**config.mk**
```make
export PLATFORM = sky130hd
export DESIGN_NAME = rdpc_lane_check
export DESIGN_NICKNAME = d
export VERILOG_FILES = /design/src/hdl/rdpc_pkg.sv /design/src/hdl/rdpc_lane_check.sv
export SDC_FILE = /design/constraint.sdc
export NUM_CORES = 1
export LEC_CHECK = 0
export BUFFER_PORTS_ARGS = -buffer_cell sky130_fd_sc_hd__buf_2
export CORE_AREA = 2 2 39 41
export DETAILED_ROUTE_END_ITERATION = 6
export DIE_AREA = 0 0 41 43
export PLACE_DENSITY_LB_ADDON = 0.05
export SETUP_SLACK_MARGIN = 0.2
export SYNTH_ARGS = -nofsm -noshare
export SYNTH_HDL_FRONTEND = slang
export SYNTH_SLANG_ARGS = --single-unit
export TNS_END_PERCENT = 50
```
**constraint.sdc**
```tcl
create_clock -name vclk -period 1.75
set_clock_uncertainty 0.1 [all_clocks]
set_input_delay 0.175 -clock vclk [all_inputs]
set_output_delay 0.175 -clock vclk [all_outputs]
set_load 0.01 [all_outputs]
```
**src/hdl/rdpc_pkg.sv**
```systemverilog
package rdpc_pkg;
    localparam int RDPC_DATA_W = 32;
    localparam int RDPC_LANES = 4;
    localparam int RDPC_LANE_W = 8;
    // access width codes on read_width
    localparam logic [1:0] RDPC_W8 = 2'h0;
    localparam logic [1:0] RDPC_W16 = 2'h1;
    localparam logic [1:0] RDPC_W32 = 2'h2;
    localparam logic [3:0] RDPC_MASK8 = 4'h1;
    localparam logic [3:0] RDPC_MASK16 = 4'h3;
    localparam logic [3:0] RDPC_MASK32 = 4'hf;
    localparam logic [3:0] RDPC_MASK_NONE = 4'h0;
    // parity sense: 1 means odd parity over data plus parity bit
    localparam logic RDPC_ODD_DEFAULT = 1'b1;
endpackage

```
**src/hdl/rdpc_lane_check.sv**
```systemverilog
`timescale 1ns/10ps
module rdpc_lane_check
    import rdpc_pkg::*;
(
    input wire logic [RDPC_DATA_W-1:0] data,
    input wire logic [RDPC_LANES-1:0] parity,
    input wire logic [RDPC_LANES-1:0] lane_en,
    input wire logic odd_mode,
    output logic lane_fail_any
);
    logic [RDPC_LANES-1:0] lane_bad;
    genvar g;
    generate
        for (g = 0; g < RDPC_LANES; g++) begin : g_lane
            // each lane checked against its own parity bit, masked by width
            assign lane_bad[g] = lane_en[g] &
                ((^data[g*RDPC_LANE_W +: RDPC_LANE_W]) ^ parity[g] ^ odd_mode);
        end
    endgenerate
    assign lane_fail_any = |lane_bad;
endmodule

```
==> results of run 1 <==
==> layout make-up <==
class | count | share of cell area
repair buffers | 43 | 0.3710
inverters | 1 | 0.005952
well taps | 16 | 0.03175
multi-input cells | 36 | 0.5913
==> cell usage in the layout, fill, tap and decap left out <==
| cell | count |
|---|---|
| inv_1 | 1 |
| a22oi_1 | 1 |
| buf_2 | 40 |
| buf_6 | 1 |
| xnor3_1 | 2 |
| xnor3_2 | 1 |
| buf_4 | 1 |
| buf_8 | 1 |
| nand2_1 | 1 |
| o211ai_1 | 1 |
| xnor2_2 | 3 |
| xor2_1 | 8 |
| xnor2_1 | 19 |
==> tightest hold or removal path: cells and delay by family <==
family                 cells  cell delay [ns]
AOI/OAI and AO/OA          1             0.07
buffers and inverters      2             0.20
and+or+nand+nor            1             0.04
==> kinds of logic (layout without fill, tap and decap cells) <==
logic type                Yosys count  count (layout)  synth area share
AOI/OAI and AO/OA                   2               2           0.04154
xor gates and xnor gates           33              33            0.9377
buffers and inverters               1              44           0.01037
and+or+nand+nor                     1               1           0.01037
==> synthesized netlist by cell type <==
master	number	area, µm²
a22oi_1	1	7.510
inv_1	1	3.750
nand2_1	1	3.750
o211ai_1	1	7.510
xnor2_1	21	183.9
xnor2_2	1	16.27
xnor3_1	2	45.04
xnor3_2	1	23.77
xor2_1	8	70.07
==> layer usage <==
layer / routed length, µm / share of wire / vias up / GRT usage
met5: 0 / 0 / - / 0
met1: 240 / 0.32 / 157 / 0.07643
li1: - / - / 204 / -
met4: 0 / 0 / 0 / 0
met3: 92 / 0.12 / 0 / 0
met2: 410 / 0.55 / 24 / 0.1719
==> worst paths after layout <==
path / endpoint / slack (ns) / cells after the start
setup / recovery: lane_fail_any / 0.06 / 7
hold / removal: lane_fail_any / 0.56 / 4
==> power groups by stage <==
stage,combinational [mW],clock [mW],sequential [mW]
final,0.260,0,0
after detailed placement,0.254,0,0
after floorplan,0.178,0,0
after global routing,0.284,0,0
after global placement,0.252,0,0
after CTS,0.262,0,0
==> repair_timing <==
action | 4_1_cts | 5_1_grt
pin swaps | 8 | 0
endpoints found under the setup margin | 1 | 1
buffers inserted | 1 | 0
hold buffers | 0 | 0
resized for setup | 5 | 1
==> metrics by stage <==
| step | area [µm²] | util | total power, mW |
|---|---|---|---|
| 2_1_floorplan | 361.6 | - | 0.1784 |
| 3_3_place_gp | 591.8 | 0.4277 | 0.2519 |
| 3_5_place_dp | 591.8 | 0.4277 | 0.2539 |
| 4_1_cts | 623.1 | 0.4503 | 0.2625 |
| 5_1_grt | 630.6 | 0.4557 | 0.2837 |
| 6_report | 630.6 | 0.4557 | 0.2599 |
==> reports/results.ini, run 1 <==
[synth]
syn_area_um2 = 361.6
ys_warn_count = 0
ys_seq_area_frac = 0
ys_types = 9
synth_fp_nets = 78
syn_inst = 37
synth_area_per_cell_um2 = 9.773

[placement]
pre_cts_ws_ns = 0.02612
dp.cells = 95
port_buffers = 42
globalplace.congestion = 0.6696
hpwlAfterDp_um = 674.4

[worst_setup_path]
startpoint = odd_mode
end_kind = primary output
critical_path_buf_inv_count = 2
cpMaxStageDelayCell = xnor3_2
crit_chain = buf_8 -> xnor2_2 -> xnor3_2 -> xnor2_1 -> a22oi_1 -> o211ai_1 -> buf_2
worstPathArrival_ns = 1.42
startpoint_type = input pin
cp_top_family = XOR/XNOR gates
worstPathMaxFanout = 2
cp.required_ns = 1.47
max_stage_delay_ns = 0.43
critPathKind = in2out

[grt]
overflow = 0
grt_usage = 0.07908
grt_pass1_wl_um = 1055
antenna_found_initial = 0
grt_pass1_vias = 330
grt_max_degree = 4

[timing]
tns_ns = 0
holdWs_ns = 0.5598
relSlewSlack = 0.8334
period_needed_ns = 1.691
setup-violations-final = 0
drv_slew = 0
rsz0062_at_grt = yes
period_share = 0.9661
fmaxAchievable_ghz = 0.5915
worst_slack_ns = 0.05938
finalHoldViolations = 0
worst_pin_slew_ns = 0.2481

[finish]
fill_cells = 160
final_nets = 123
area_delta_synth_final_pct = 74.39
diodes = 0
clkbuf_count = 0
multi_input_area_um2 = 372.9
seqCellArea_um2 = 0
drive_above_1_share = 0.5875
instances_no_fill = 96
seq_cell_count = 0

[pwr]
power_density_nw_per_um2 = 412.2
switching_power_mw = 0.09289
peakVddDrop_v = 0.0001383
p_int_mw = 0.1670
combPwrFrac = 1.000
pwr-share-seq = 0
swShare = 0.3574
power_frac_clock = 0
leakage_nw = 0.3294

[drt]
drc = 0
drt_wl_total_um = 743
antenna_left = 0
viasPerCell = 4.010
first_pass_iters = 1
avgRoutedWirePerCell_um = 7.740
vias = 385
drtIter0Drc = 0

[floorplanning]
die_area_um2 = 1763
initial_core_util = 0.2613
die_w_um = 41
coreArea_um2 = 1384
num_rows = 14
ioPinCount = 42
die_h_um = 43

[worst_hold_path]
hold_class = in2out
min-delay-start = lane_en[3]

[status]
outcome = complete, no violations

[job]
cap_violations = 0

Note: power is estimated with default switching activity, not from simulation.
==> run 2, diff against run 1 <==
==> constraint.sdc (replaced) <==
create_clock -name vclk -period 1.75
set_clock_uncertainty 0.1 [all_clocks]
set_input_delay 0.175 -clock vclk [all_inputs]
set_output_delay 0.175 -clock vclk [all_outputs]
set_load 0.1 [all_outputs]
==> run 2 against run 1 <==
  * The run now ends with negative setup slack left
  * Die area did not move
  * Clock-buffer cell count did not move
  * Worst setup slack got worse by 0.11 ns
  * Critical path type unchanged
  * Largest cell class unchanged
==> reports/results.ini, run 2 (synthesis results as in run 1) <==
[pwr]
peakVddDrop_v = 0.0003696
p_int_mw = 0.2030
swShare = 0.4668
finalPower_mw = 0.3807
combPwrFrac = 1.000
power_frac_clock = 0
switching_power_mw = 0.1777
pwr-share-seq = 0
leakage_nw = 0.3395
power_density_nw_per_um2 = 581.8

[placement]
port_buffers = 42
dp.cells = 96
hpwlAfterDp_um = 678.4
globalplace.congestion = 0.5917

[finish]
fin_util = 0.4729
fill_cells = 156
seqCellArea_um2 = 0
area_delta_synth_final_pct = 80.97
diodes = 0
multi_input_area_um2 = 391.6
instances_no_fill = 96
final_common_cell = buf_2
clkbuf_count = 0
drive_above_1_share = 0.6000
final_cell_mix = 40 x buf_2, 18 x xnor2_1, 8 x xor2_1
seq_cell_count = 0
final_nets = 123

[floorplanning]
ioPinCount = 42
die_area_um2 = 1763
coreArea_um2 = 1384
initial_core_util = 0.2613
num_rows = 14
die_w_um = 41
die_h_um = 43

[status]
outcome = finished, violations left
violations = negative setup slack

[worst_setup_path]
startpoint_type = input pin
worstPathArrival_ns = 1.53
end_kind = primary output
worstPathMaxFanout = 2
critPathKind = in2out
cp.required_ns = 1.47

[timing]
fmaxAchievable_ghz = 0.5552
drv_slew = 0
worst_slack_ns = -0.05101
rsz0062_at_grt = yes
setup-violations-final = 1
finalHoldViolations = 0
worst_pin_slew_ns = 0.2779
relSlewSlack = 0.8139
period_needed_ns = 1.801
period_share = 1.029

[worst_hold_path]
min-delay-start = lane_en[2]
holdPathEnd = lane_fail_any
holdPathStages = 4
hold_class = in2out

[drt]
routed.top_layer = met3
antenna_left = 0
drt_wl_total_um = 695
dr_wl_met2_um = 373
vias = 378
avgRoutedWirePerCell_um = 7.240
met1_length_um = 220
drtIter0Drc = 0
viasPerCell = 3.938
first_pass_iters = 1
drc = 0
wl_met3_um = 101

[grt]
antenna_found_initial = 0
grt_pass1_wl_um = 1048
grt_max_degree = 4
overflow = 0
grt_usage = 0.07924
grt_pass1_vias = 314

[clocking]
post_cts_buffers = 0

[job]
cap_violations = 0

[run 2: per-layer routing]
metal	up-vias	GRT usage
li1	203	-
met3	0	0
met2	25	0.1688
met1	150	0.08013
met4	0	0
met5	-	0
[run 2: power groups by stage]
stage | logic [mW] | registers, mW | clock network, mW
finish | 0.381 | 0 | 0
global route | 0.411 | 0 | 0
CTS | 0.387 | 0 | 0
detailed placement | 0.382 | 0 | 0
global placement | 0.381 | 0 | 0
floorplan | 0.261 | 0 | 0
[run 2: timing repair]
item                                   in CTS  in global routing
hold buffers                                0                  0
resized for setup                           3                  0
pin swaps                                   5                  1
setup endpoints to repair                   1                  1
endpoints found under the hold margin       0                  0
[run 2: worst max-delay path by stage]
stage | slack, ns | startpoint | end | depth (start not counted)
finish | -0.05 | odd_mode | lane_fail_any | 7
global route | -0.14 | odd_mode | lane_fail_any | 7
CTS | -0.09 | odd_mode | lane_fail_any | 7
detailed placement | -0.1 | data[7] | lane_fail_any | 7
global placement | -0.07 | data[7] | lane_fail_any | 7
floorplan | -0.70 | data[20] | lane_fail_any | 5
[run 2: cell type report]
type	instances	area share
Inverter	1	0.005736
Tap cell	16	0.03059
Multi-Input combinational cell	36	0.5985
Timing Repair Buffer	43	0.3652
[run 2: stage by stage]
stage	TNS [ns]	instance area [µm²]	hold slack, ns	setup slack [ns]
floorplan	-0.7017	387.9	0.9892	-0.7017
detailed placement	-0.09856	640.6	0.7011	-0.09856
global placement	-0.07488	640.6	0.6971	-0.07488
CTS	-0.09026	654.4	0.7025	-0.09026
finish	-0.05101	654.4	0.6935	-0.05101
global route	-0.1383	654.4	0.7238	-0.1383
[run 2: critical path: stages]
cell      delay [ns]
buf_6           0.10
xnor2_2         0.14
xnor3_2         0.43
xnor2_1         0.13
a22oi_1         0.18
o211ai_1        0.16
buf_12          0.20
==> run 3, diff against run 2 <==
Settings changed: BUFFER_PORTS_ARGS -buffer_cell sky130_fd_sc_hd__buf_2 to default, CELL_PAD_IN_SITES_DETAIL_PLACEMENT from default to 1, CELL_PAD_IN_SITES_GLOBAL_PLACEMENT from default to 2, DONT_BUFFER_PORTS from default to 1.
==> run 3 against run 2 <==
  * Worst setup slack better by 0.092 ns
  * The run now ends clean
  * Total power fell by 3.8%
  * Core utilization is 13 points lower
  * Sequential cell count stayed put
==> reports/results.ini, run 3 (synthesis results as in run 1) <==
[status]
outcome = complete, no violations

[finish]
seqCellArea_um2 = 0
clkbuf_count = 0
final_common_cell = xnor2_1
area_delta_synth_final_pct = 32.53
seq_cell_count = 0
drive_above_1_share = 0.2632
diodes = 0
final_nets = 81
final_cell_mix = 15 x xnor2_1, 8 x xor2_1, 5 x xnor2_2

[worst_hold_path]
hold_class = in2out
min-delay-start = lane_en[2]

[timing]
finalHoldViolations = 0
fmaxAchievable_ghz = 0.5851
period_needed_ns = 1.709
worst_pin_slew_ns = 0.2599
worst_slack_ns = 0.04098
holdWs_ns = 0.5984
rsz0062_at_grt = yes
setup-violations-final = 0
drv_slew = 0
relSlewSlack = 0.8255
period_share = 0.9766

[floorplanning]
die_h_um = 43
initial_core_util = 0.2613
die_w_um = 41
coreArea_um2 = 1384
ioPinCount = 42
num_rows = 14
die_area_um2 = 1763

[drt]
routed.top_layer = met3
first_pass_iters = 2
wl_met3_um = 83
dr_wl_met2_um = 463
viasPerCell = 4.741
avgRoutedWirePerCell_um = 13.06
met1_length_um = 157
vias = 256
drtIter0Drc = 1
drc = 0
antenna_left = 0
drt_wl_total_um = 705

[grt]
grt_usage = 0.09337
overflow = 0
grt_pass1_wl_um = 1159
grt_pass1_vias = 256
grt_max_degree = 5
antenna_found_initial = 0

[worst_setup_path]
cp.required_ns = 1.47
worstPathArrival_ns = 1.43
startpoint_type = input pin
cpMaxStageDelayCell = xnor3_2
worstPathMaxFanout = 1
critPathKind = in2out
crit_chain = xnor2_4 -> xnor3_2 -> xnor2_2 -> a22oi_2 -> o211ai_1 -> clkbuf_16
max_stage_delay_ns = 0.44
end_kind = primary output
startpoint = parity[0]

[pwr]
power_frac_clock = 0
power_density_nw_per_um2 = 764.4
peakVddDrop_v = 0.0003587
leakage_nw = 0.1930
pwr-share-seq = 0
switching_power_mw = 0.1676
swShare = 0.4576
combPwrFrac = 1.000
p_int_mw = 0.1987

[job]
cap_violations = 0

[placement]
pre_cts_ws_ns = -0.03466
globalplace.congestion = 0.5317
hpwlAfterDp_um = 691.8
port_buffers = 0

[clocking]
postCtsHoldBufs = 0

## run 3: cell types whose count changed in the layout (fill, tap and decap cells not counted), sizes merged
cell    change
buf        -43
clkbuf      +1
## run 3: timing repair
action	4_1_cts	5_1_grt
resized for setup	3	3
setup endpoints to repair	1	1
buffers inserted	0	0
pin swaps	4	0
## run 3: power groups by stage
stage                     clock, mW  sequential (mW)  combinational, mW
after floorplan                   0                0              0.261
after global placement            0                0              0.331
after detailed placement          0                0              0.336
after CTS                         0                0              0.343
after global routing              0                0              0.391
final                             0                0              0.366
## run 3: worst max-delay path, delay by kind of cell
family                    cells  cell delay (ns)
AOI/OAI and AO/OA             2             0.31
xor gates and xnor gates      3             0.72
buffers and inverters         1             0.22
## run 3: path summary, 6_finish.rpt
path,slack (ns),endpoint,cells past startpoint
worst max-delay path,0.04,lane_fail_any,6
worst min-delay path,0.60,lane_fail_any,3
## run 3: area by class of cell
| type | count | area (µm²) |
|---|---|---|
| inverters | 1 | 3.754 |
| fillers | 161 | 904.6 |
| repair buffers | 1 | 25.02 |
| well taps | 16 | 20.02 |
| multi-input cells | 36 | 430.4 |
## run 3: through the flow
step / cell area, µm² / power (mW) / TNS (ns) / utilization / cells
after global placement: 432.9 / 0.3309 / -0.01028 / 0.3128 / 54
after detailed placement: 432.9 / 0.3361 / -0.03466 / 0.3128 / 54
after CTS: 459.2 / 0.3429 / -0.01689 / 0.3318 / 54
final: 479.2 / 0.3663 / 0 / 0.3463 / 54
after floorplan: 387.9 / 0.2613 / -0.7017 / - / 37
after global routing: 479.2 / 0.3914 / -0.04286 / 0.3463 / 54
## run 3: layer usage
layer  vias to the layer above  track usage
met5                         -            0
met4                         0            0
met3                         0      0.01571
met2                        21       0.1875
met1                       116      0.09646
li1                        119            -
